--- src/rtl/dept_pkg.sv ---
// package for the event pending tracker: register map, field layouts, bus types
// assumes an axi4-lite register slave with 32-bit data and word-aligned offsets
package dept_pkg;

  // ****************************************************************
  // register byte offsets
  // ****************************************************************
  localparam logic [7:0] OFF_ENABLE_SET_HIGH   = 8'h00;   // write-only, sets enables 32-63
  localparam logic [7:0] OFF_ENABLE_SET_LOW    = 8'h04;   // write-only, sets enables 0-31
  localparam logic [7:0] OFF_ENABLE_CLR_HIGH   = 8'h08;   // write-only, clears enables 32-63
  localparam logic [7:0] OFF_ENABLE_CLR_LOW    = 8'h0C;   // write-only, clears enables 0-31
  localparam logic [7:0] OFF_ENABLE_MASK_LOW   = 8'h10;   // read-only enable mask 0-31
  localparam logic [7:0] OFF_ENABLE_MASK_HIGH  = 8'h14;   // read-only enable mask 32-63
  localparam logic [7:0] OFF_QUEUED_LOW        = 8'h18;   // read-only pending flags 0-31
  localparam logic [7:0] OFF_QUEUED_HIGH       = 8'h1C;   // read-only pending flags 32-63
  localparam logic [7:0] OFF_QUEUED_CLR_LOW    = 8'h20;   // write-only, clears pending 0-31
  localparam logic [7:0] OFF_QUEUED_CLR_HIGH   = 8'h24;   // write-only, clears pending 32-63

  // ****************************************************************
  // widths, reset values, responses
  // ****************************************************************
  localparam int          ADDR_W        = 8;              // register address width
  localparam int          CHANNELS      = 64;             // channels covered by the flags
  localparam logic [31:0] WORD_RESET    = 32'h0000_0000;  // every register resets to zero
  localparam logic [63:0] FLAGS_RESET   = 64'h0;          // all flags cleared at reset
  localparam logic [1:0]  RESP_OKAY     = 2'h0;           // axi okay
  localparam logic [1:0]  RESP_SLVERR   = 2'h2;           // axi slave error for unmapped

  // ****************************************************************
  // carriers
  // ****************************************************************
  typedef struct packed {
    logic [31:0] data;  // write word
    logic [3:0]  strb;  // byte lanes
  } dept_wdata_t;

  typedef struct packed {
    logic [63:0] set;   // requests to set bits, any number at once
    logic [63:0] clr;   // requests to clear bits
  } dept_setclr_t;

endpackage : dept_pkg

--- src/rtl/dept_tracker.sv ---
// top of the event pending tracker: axi4-lite slave, enable mask, pending flags
// assumes trigger inputs come from logic on REF_CLK; completion pulses from the queue side
//
// Local design decisions: the register addresses and the AXI4-Lite interface to the registers.
`timescale 1ns/10ps

// Summary of operation
// high set port bit n enables event n+32
// high set port write-only, only sets
// queued trigger sets channel pending flag
// pending channel gets no further prioritization
// flag cleared by hardware or software first
// pending flags cover channels 0 to 63
// pending words read-only, writes ignored
// low clear port one clears flag n
// low clear port zero bits ignored
// low clear port write-only, reads zero
// enable mask changes only via ports
// enabled bit lets latched event arbitrate
// high clear port one clears flag n+32
// hardware set beats same-cycle clear
module dept_tracker (
  input  wire logic        REF_CLK,           // 40 MHz clock
  input  wire logic        RESET,             // synchronous reset, active high
  input  wire logic [7:0]  S_AWADDR,          // write address
  input  wire logic        S_AWVALID,         // write address valid
  output logic             S_AWREADY,         // write address ready
  input  wire logic [31:0] S_WDATA,           // write data
  input  wire logic [3:0]  S_WSTRB,           // write strobes
  input  wire logic        S_WVALID,          // write data valid
  output logic             S_WREADY,          // write data ready
  output logic [1:0]       S_BRESP,           // write response
  output logic             S_BVALID,          // write response valid
  input  wire logic        S_BREADY,          // write response ready
  input  wire logic [7:0]  S_ARADDR,          // read address
  input  wire logic        S_ARVALID,         // read address valid
  output logic             S_ARREADY,         // read address ready
  output logic [31:0]      S_RDATA,           // read data
  output logic [1:0]       S_RRESP,           // read response
  output logic             S_RVALID,          // read response valid
  input  wire logic        S_RREADY,          // read response ready
  input  wire logic [63:0] MANUAL_SET_FLAGS,  // manual trigger levels per channel
  input  wire logic [63:0] LATCHED_EVENT_FLAGS, // latched external events per channel
  input  wire logic [63:0] CHAIN_FLAGS,       // chain trigger levels per channel
  input  wire logic [63:0] HW_DONE,           // hardware clear of a pending flag
  output logic             XFER_REQUEST,      // a channel was queued this cycle
  output logic [5:0]       XFER_CHANNEL,      // which channel was queued
  output logic [63:0]      QUEUED_FLAGS       // pending flags, all channels
);

  // ****************************************************************
  // write channel state
  // ****************************************************************
  logic              aw_have_q;               // write address captured
  logic [7:0]        aw_addr_q;               // captured write address
  logic              w_have_q;                // write data captured
  dept_pkg::dept_wdata_t w_q;                 // captured write word
  logic              bvalid_q;                // response pending
  logic [1:0]        bresp_q;                 // response code
  logic              wr_go;                   // both halves present, do the write
  logic [31:0]       wr_word;                 // write word masked by strobes
  logic              wr_mapped;               // address decodes
  logic              aw_rdy_q, w_rdy_q, ar_rdy_q; // ready flops

  // ****************************************************************
  // read channel state
  // ****************************************************************
  logic              rvalid_q;                // read data pending
  logic [31:0]       rdata_q;                 // read data
  logic [1:0]        rresp_q;                 // read response
  logic [31:0]       rd_word;                 // decoded read word
  logic              rd_mapped;               // read address decodes

  // ****************************************************************
  // block state
  // ****************************************************************
  logic [63:0]       enable_mask;             // event_enable_mask_low/high
  logic [63:0]       queued_flags;            // queued_flags_low/high
  dept_pkg::dept_setclr_t en_req;             // enable set/clear requests
  dept_pkg::dept_setclr_t q_req;              // pending set/clear requests
  logic [63:0]       cand;                    // channels allowed to arbitrate
  logic [63:0]       grant_hot;               // channel granted this cycle
  logic              grant_vld;               // registered grant valid
  logic [5:0]        grant_idx;               // registered grant index
  logic [63:0]       queued_q;                // output copy of flags

  // ****************************************************************
  // axi write address / data capture
  // ****************************************************************
  // address and data are accepted independently, in either order
  always_ff @(posedge REF_CLK) begin
    if (RESET) begin
      aw_have_q <= 1'b0;
      aw_addr_q <= 8'h00;
    end else if (S_AWVALID && S_AWREADY) begin
      aw_have_q <= 1'b1;
      aw_addr_q <= S_AWADDR;
    end else if (wr_go) begin
      aw_have_q <= 1'b0;
    end
  end

  always_ff @(posedge REF_CLK) begin
    if (RESET) begin
      w_have_q <= 1'b0;
      w_q      <= '0;
    end else if (S_WVALID && S_WREADY) begin
      w_have_q <= 1'b1;
      w_q      <= '{data: S_WDATA, strb: S_WSTRB};
    end else if (wr_go) begin
      w_have_q <= 1'b0;
    end
  end

  // ready flops: low in and just after reset, and while a slot is full
  always_ff @(posedge REF_CLK) begin
    if (RESET) begin
      aw_rdy_q <= 1'b0;
      w_rdy_q  <= 1'b0;
      ar_rdy_q <= 1'b0;
    end else begin
      aw_rdy_q <= aw_have_q ? wr_go : !(S_AWVALID && aw_rdy_q);
      w_rdy_q  <= w_have_q ? wr_go : !(S_WVALID && w_rdy_q);
      ar_rdy_q <= rvalid_q ? S_RREADY : !(S_ARVALID && ar_rdy_q);
    end
  end
  assign S_AWREADY = aw_rdy_q;
  assign S_WREADY  = w_rdy_q;

  // a write is performed once both halves are held and no response is waiting
  assign wr_go = aw_have_q && w_have_q && !bvalid_q;

  // strobes mask the word; unwritten lanes act as zero, i.e. no effect
  always_comb begin
    wr_word = 32'h0000_0000;
    for (int b = 0; b < 4; b++) begin
      wr_word[b*8 +: 8] = w_q.strb[b] ? w_q.data[b*8 +: 8] : 8'h00;
    end
  end

  // decode of writable and read-only addresses; read-only writes are okay but ignored
  always_comb begin
    case (aw_addr_q & 8'hFC)
      dept_pkg::OFF_ENABLE_SET_HIGH,
      dept_pkg::OFF_ENABLE_SET_LOW,
      dept_pkg::OFF_ENABLE_CLR_HIGH,
      dept_pkg::OFF_ENABLE_CLR_LOW,
      dept_pkg::OFF_ENABLE_MASK_LOW,
      dept_pkg::OFF_ENABLE_MASK_HIGH,
      dept_pkg::OFF_QUEUED_LOW,
      dept_pkg::OFF_QUEUED_HIGH,
      dept_pkg::OFF_QUEUED_CLR_LOW,
      dept_pkg::OFF_QUEUED_CLR_HIGH: wr_mapped = 1'b1;
      default:                       wr_mapped = 1'b0;
    endcase
  end

  // write response, raised on the same edge at which the write takes effect
  always_ff @(posedge REF_CLK) begin
    if (RESET) begin
      bvalid_q <= 1'b0;
      bresp_q  <= dept_pkg::RESP_OKAY;
    end else if (wr_go) begin
      bvalid_q <= 1'b1;
      bresp_q  <= wr_mapped ? dept_pkg::RESP_OKAY : dept_pkg::RESP_SLVERR;
    end else if (S_BREADY) begin
      bvalid_q <= 1'b0;
    end
  end
  assign S_BVALID = bvalid_q;
  assign S_BRESP  = bresp_q;

  // ****************************************************************
  // port writes turned into set and clear requests
  // ****************************************************************
  // the mask words themselves have no write path at all
  always_comb begin
    en_req = '0;
    if (wr_go) begin
      case (aw_addr_q & 8'hFC)
        dept_pkg::OFF_ENABLE_SET_HIGH: en_req.set[63:32] = wr_word;
        dept_pkg::OFF_ENABLE_SET_LOW:  en_req.set[31:0]  = wr_word;
        dept_pkg::OFF_ENABLE_CLR_HIGH: en_req.clr[63:32] = wr_word;
        dept_pkg::OFF_ENABLE_CLR_LOW:  en_req.clr[31:0]  = wr_word;
        default:                       en_req = '0;
      endcase
    end
  end

  // pending flags: set by queued grants, cleared by software ports or hardware
  always_comb begin
    q_req     = '0;
    q_req.set = grant_hot;
    q_req.clr = HW_DONE;
    if (wr_go) begin
      case (aw_addr_q & 8'hFC)
        dept_pkg::OFF_QUEUED_CLR_LOW:  q_req.clr[31:0]  = HW_DONE[31:0] | wr_word;
        dept_pkg::OFF_QUEUED_CLR_HIGH: q_req.clr[63:32] = HW_DONE[63:32] | wr_word;
        default:                       q_req.clr = HW_DONE;        // status writes change nothing
      endcase
    end
  end

  // ****************************************************************
  // flag words and arbitration
  // ****************************************************************
  dept_flagword #(.WIDTH(64)) u_enable (
    .clk     (REF_CLK),
    .rst     (RESET),
    .req     (en_req),
    .flags_q (enable_mask)
  );

  dept_flagword #(.WIDTH(64)) u_queued (
    .clk     (REF_CLK),
    .rst     (RESET),
    .req     (q_req),
    .flags_q (queued_flags)
  );

  // latched events count only when enabled; a pending channel never competes
  assign cand = ((LATCHED_EVENT_FLAGS & enable_mask) | MANUAL_SET_FLAGS | CHAIN_FLAGS)
                & ~queued_flags;

  dept_arbiter #(.WIDTH(64)) u_arb (
    .clk         (REF_CLK),
    .rst         (RESET),
    .cand        (cand),
    .grant_vld_q (grant_vld),
    .grant_idx_q (grant_idx),
    .grant_hot   (grant_hot)
  );

  // ****************************************************************
  // axi read channel
  // ****************************************************************
  // write-only ports read as zero, they keep no state of their own
  always_comb begin
    rd_mapped = 1'b1;
    case (S_ARADDR & 8'hFC)
      dept_pkg::OFF_ENABLE_MASK_LOW:  rd_word = enable_mask[31:0];
      dept_pkg::OFF_ENABLE_MASK_HIGH: rd_word = enable_mask[63:32];
      dept_pkg::OFF_QUEUED_LOW:       rd_word = queued_flags[31:0];
      dept_pkg::OFF_QUEUED_HIGH:      rd_word = queued_flags[63:32];
      dept_pkg::OFF_ENABLE_SET_HIGH,
      dept_pkg::OFF_ENABLE_SET_LOW,
      dept_pkg::OFF_ENABLE_CLR_HIGH,
      dept_pkg::OFF_ENABLE_CLR_LOW,
      dept_pkg::OFF_QUEUED_CLR_LOW,
      dept_pkg::OFF_QUEUED_CLR_HIGH:  rd_word = dept_pkg::WORD_RESET;
      default: begin
        rd_word   = dept_pkg::WORD_RESET;
        rd_mapped = 1'b0;
      end
    endcase
  end

  // one read at a time; arready is high while no data waits
  always_ff @(posedge REF_CLK) begin
    if (RESET) begin
      rvalid_q <= 1'b0;
      rdata_q  <= dept_pkg::WORD_RESET;
      rresp_q  <= dept_pkg::RESP_OKAY;
    end else if (S_ARVALID && S_ARREADY) begin
      rvalid_q <= 1'b1;
      rdata_q  <= rd_word;
      rresp_q  <= rd_mapped ? dept_pkg::RESP_OKAY : dept_pkg::RESP_SLVERR;
    end else if (S_RREADY) begin
      rvalid_q <= 1'b0;
    end
  end
  assign S_ARREADY = ar_rdy_q;
  assign S_RVALID  = rvalid_q;
  assign S_RDATA   = rdata_q;
  assign S_RRESP   = rresp_q;

  // ****************************************************************
  // queue-side outputs
  // ****************************************************************
  always_ff @(posedge REF_CLK) begin
    if (RESET) begin
      queued_q <= dept_pkg::FLAGS_RESET;
    end else begin
      queued_q <= queued_flags;
    end
  end
  assign QUEUED_FLAGS = queued_q;
  assign XFER_REQUEST = grant_vld;
  assign XFER_CHANNEL = grant_idx;

endmodule // dept_tracker

--- src/rtl/dept_flagword.sv ---
// one 64-bit set/clear flag word with set-over-clear priority
// assumes set and clear come from the same clock domain
`timescale 1ns/10ps
module dept_flagword #(
  parameter int WIDTH = 64                     // number of flags
) (
  input  wire logic                clk,        // system clock
  input  wire logic                rst,        // synchronous reset, active high
  input  wire dept_pkg::dept_setclr_t req,     // set and clear requests
  output logic [WIDTH-1:0]         flags_q     // flag state
);

  // ****************************************************************
  // flag update
  // ****************************************************************
  // clear first, then set so a same-cycle set is never lost
  always_ff @(posedge clk) begin
    if (rst) begin
      flags_q <= dept_pkg::FLAGS_RESET[WIDTH-1:0];
    end else begin
      flags_q <= (flags_q & ~req.clr[WIDTH-1:0]) | req.set[WIDTH-1:0];
    end
  end

endmodule // dept_flagword

--- src/rtl/dept_arbiter.sv ---
// picks the lowest-numbered channel with a qualified trigger
// assumes one grant per cycle is enough; grant is registered
`timescale 1ns/10ps
module dept_arbiter #(
  parameter int WIDTH = 64                     // channels
) (
  input  wire logic             clk,           // system clock
  input  wire logic             rst,           // synchronous reset
  input  wire logic [WIDTH-1:0] cand,          // qualified candidates
  output logic                  grant_vld_q,   // a grant was made
  output logic [5:0]            grant_idx_q,   // granted channel
  output logic [WIDTH-1:0]      grant_hot      // one-hot of the grant being made now
);

  logic [5:0]       idx;                       // lowest set index
  logic             any;                       // any candidate

  // ****************************************************************
  // priority encoder
  // ****************************************************************
  always_comb begin
    idx       = 6'h00;
    any       = 1'b0;
    grant_hot = '0;
    for (int i = WIDTH-1; i >= 0; i--) begin
      if (cand[i]) begin
        idx = 6'(i);
        any = 1'b1;
      end
    end
    if (any) begin
      grant_hot[idx] = 1'b1;
    end
  end

  // registered grant report
  always_ff @(posedge clk) begin
    if (rst) begin
      grant_vld_q <= 1'b0;
      grant_idx_q <= 6'h00;
    end else begin
      grant_vld_q <= any;
      grant_idx_q <= idx;
    end
  end

endmodule // dept_arbiter

--- config.mk ---
export PLATFORM = sky130hd
export DESIGN_NAME = dept_tracker
export DESIGN_NICKNAME = d
export VERILOG_FILES = /design/src/rtl/dept_pkg.sv /design/src/rtl/dept_tracker.sv /design/src/rtl/dept_flagword.sv /design/src/rtl/dept_arbiter.sv
export SDC_FILE = /design/constraint.sdc
export NUM_CORES = 1
export LEC_CHECK = 0
export ABC_AREA = 1
export ABC_CLOCK_PERIOD_IN_PS = 5150
export BUFFER_PORTS_ARGS = -buffer_cell sky130_fd_sc_hd__buf_2
export CELL_PAD_IN_SITES_DETAIL_PLACEMENT = 1
export CELL_PAD_IN_SITES_GLOBAL_PLACEMENT = 1
export CORE_MARGIN = 2
export CORE_UTILIZATION = 36
export CTS_CLUSTER_DIAMETER = 200
export DETAILED_ROUTE_END_ITERATION = 8
export PLACE_DENSITY_LB_ADDON = 0.15
export SETUP_SLACK_MARGIN = 0.2
export SYNTH_ARGS = -nofsm -noshare
export SYNTH_HDL_FRONTEND = slang
export SYNTH_HIERARCHICAL = 1
export SYNTH_SLANG_ARGS = --single-unit
--- constraint.sdc ---
create_clock -name REF_CLK -period 5.15 [get_ports REF_CLK]
set_input_delay 0.2575 -clock REF_CLK [delete_from_list [all_inputs] [get_ports REF_CLK]]
set_output_delay 0.2575 -clock REF_CLK [all_outputs]
set_load 0.05 [all_outputs]
==> impl_metrics.ini <==
[power_and_ir_drop]
p_leak_nw = 7.95
ir_worst_vdd_mv = 0.208
seq_power_share_pct = 41.4
p_clk_share_pct = 46.5
switching_share_pct = 27.0
p_sw_mw = 1.46
p_per_area_nw_per_um2 = 284
p_int_mw = 3.95
power_frac_comb_pct = 12.1

[placed_design]
pre_cts_ws_ns = 0.277
dp_hpwl_microns = 46200
dpl_cell_area_sq_um = 17200
gp_congestion = 0.883
io_buffers = 420

[yosys]
ys_warn_count = 6
synth_cell_types = 35
synthCells = 2243
syn_area_per_cell_sq_um = 6.60
netlist.area_leader.share_pct = 38.2
synthFlopType = dfxtp_1
synthArstFlopShare_pct = 0
synth_edf_count = 0
netlist_area_sq_um = 14800
synth_most_common_cell = nor2_1
ys_seq_area_share_pct = 38.2
yosys-top-cells-count = 450 x nor2_1, 431 x nand2_1, 418 x inv_1, 282 x dfxtp_1, 139 x nand3_1
yosys-top-cells-area = dfxtp_1 38%, nor2_1 11%, nand2_1 11%, inv_1 11%, a21oi_2 6.4%
ys_ff_latch = 282
yosysTopAreaCell = dfxtp_1

[floorplanning]
num_rows = 74
chipWidth_microns = 207
initial_core_util_pct = 36.3
die_h_microns = 207
fp.dieArea_sq_um = 42700
io_pins = 427
coreArea_sq_um = 40700

[critical_path]
crit_required_ns = 5.61
critical_path_class = reg2reg
cpLargestDelayFamily = simple AND/OR/NAND/NOR gates
path_buf_inv = 2
start_kind = flop
crit_arrival_ns = 5.13
max_stage_delay_ns = 0.41
setup.worst_path.end_class = flop
critPathMostFrequentCell = nand2_1
critPathMaxFanout = 8
slowest_stage = dfxtp_1

[clock_network]
cts_root_buf = clkbuf_16
cts.sinks = 282
clockBufferDepth = 3
clock_latency_ns = 0.54
cts_tree = yes
htree_levels = 2
clk_pin_slew_ns = 0.06
numCtsBuffers = 35

[timing]
post-route-period-util_pct = 90.7
drv_slew = 0
rsz0062_at_grt = true
final_hold_viol_count = 0
max_freq_mhz = 214
max-slew-margin-rel_pct = 11.5
worst_pin_slew_ns = 1.32
fin_ws_ns = 0.479
final-setup-viol-count = 0
finClkSkew_ns = 0.00905
fin_crit_ns = 4.67

[drt]
first_iter_violations = 853
met3_length_microns = 3660
highest_layer = met5
wl_per_cell_microns = 20.0
wirelength_microns = 64600
vias = 15900
drt_drc_violations_left = 0
drt-pass1-iter-count = 5
wl_met1_microns = 28000
ant_nets = 0
drt-vias-per-instance = 4.93
wl_met2_microns = 30900

[min_path]
hold_class = in2reg

[global_route]
grt_pass1_vias = 16300
grt_max_degree = 90
overflow = 0
antenna_found_initial = 6
grt_pass1_wl_microns = 94600
grt_usage_pct = 29.7

[finish]
final.fill_count = 5438
syn_to_final_growth_pct = 28.8
postLayoutCellArea_sq_um = 19000
utilization_pct = 46.8
fin_nets = 2985
layout-drive-gt1-share_pct = 27.0

[job]
maxCapViolCount = 0

[run_status]
outcome = complete, no violations
-- power by group through the flow --
stage          clock (mW)  sequential, mW  combinational (mW)
2_1_floorplan           0            2.30               0.297
3_3_place_gp            0            2.28               0.591
3_5_place_dp            0            2.29               0.601
4_1_cts              2.55            2.24               0.623
5_1_grt              2.65            2.24               0.705
6_report             2.52            2.24               0.655
-- layout make-up --
type / instances / area, sq um / area share [%]
Sequential cell: 282 / 5650 / 29.7
Clock inverter: 6 / 105 / 0.552
Antenna cell: 3 / 7.51 / 0.0394
Tap cell: 532 / 666 / 3.49
Multi-Input combinational cell: 1452 / 7350 / 38.6
Inverter: 421 / 1580 / 8.30
Timing Repair Buffer: 478 / 2660 / 14.0
Clock buffer: 51 / 1030 / 5.40
-- kinds of logic after synthesis --
group	Yosys count	synth area share, %
AO/OA/AOI/OAI	400	18.4
AND/OR/NAND/NOR	1050	28.6
buffers and inverters	510	14.8
flip-flops	282	38.2
other	1	0.0253
-- cells in the final DEF, fill, tap and decap left out, types with 16 or more instances in the layout --
cell           Yosys  routed
nor2_2             3      16
inv_1            418     399
a21oi_1          126     117
buf_4              7      21
o21ai_0           49      49
nand2_1          431     412
nor2_1           450     415
dlygate4sd3_1      0      29
nand2_2            3      20
nor2_4             5      27
o21bai_1          64      64
dfxtp_1          282     278
buf_2             21     419
nand3_1          139     134
clkbuf_16          0      37
a21oi_2          108     115
o21ai_1           32      32
inv_2              3      20
-- timing repair --
item | in CTS | in global routing
endpoints found under the hold margin | 29 | 0
hold buffers | 29 | 0
buffers inserted | 0 | 5
resized for setup | 0 | 122
endpoints found under the setup margin | 0 | 64
-- state kept, by name, indices dropped and copies added (netlist names) --
signal / cells
aw_addr_q: 6
u_arb/grant_idx_q: 6
S_RRESP: 1
S_BVALID: 1
S_BRESP: 1
aw_have_q: 1
u_queued/flags_q: 64
S_AWREADY: 1
S_RVALID: 1
u_enable/flags_q: 64
w_q: 36
S_RDATA: 32
S_WREADY: 1
u_arb/grant_vld_q: 1
w_have_q: 1
QUEUED_FLAGS: 64
S_ARREADY: 1
-- per-stage QoR --
stage	power (mW)	hold WS [ns]	TNS (ns)	cells
4_1_cts	5.42	0.00129	0	3217
2_1_floorplan	2.60	0.327	0	2244
3_3_place_gp	2.88	0.446	0	3131
5_1_grt	5.59	0.0287	-1.18	3225
3_5_place_dp	2.89	0.453	0	3131
6_report	5.41	0.0235	0	3225
-- final timing paths --
check                       start                   end  slack (ns)  depth (start not counted)
max          u_enable/flags_q[58]  u_queued/flags_q[36]        0.48                         62
min reg2reg   u_queued/flags_q[7]       QUEUED_FLAGS[7]        0.45                          2
max reg2reg  u_enable/flags_q[58]  u_queued/flags_q[36]        0.48                         62
min                   S_AWADDR[5]          aw_addr_q[5]        0.02                          3
-- per-layer routing --
metal | vias up | GRT usage, %
met5 | - | 0
met4 | 6 | 11.2
met3 | 112 | 4.69
met2 | 486 | 50.8
met1 | 7584 | 37.6
li1 | 7707 | -
-- worst min-delay path: stages --
cell     delay [ns]
buf_2          0.08
o21ai_0        0.08
a21oi_1        0.11
No activity file was read; power rests on OpenSTA's default activity.
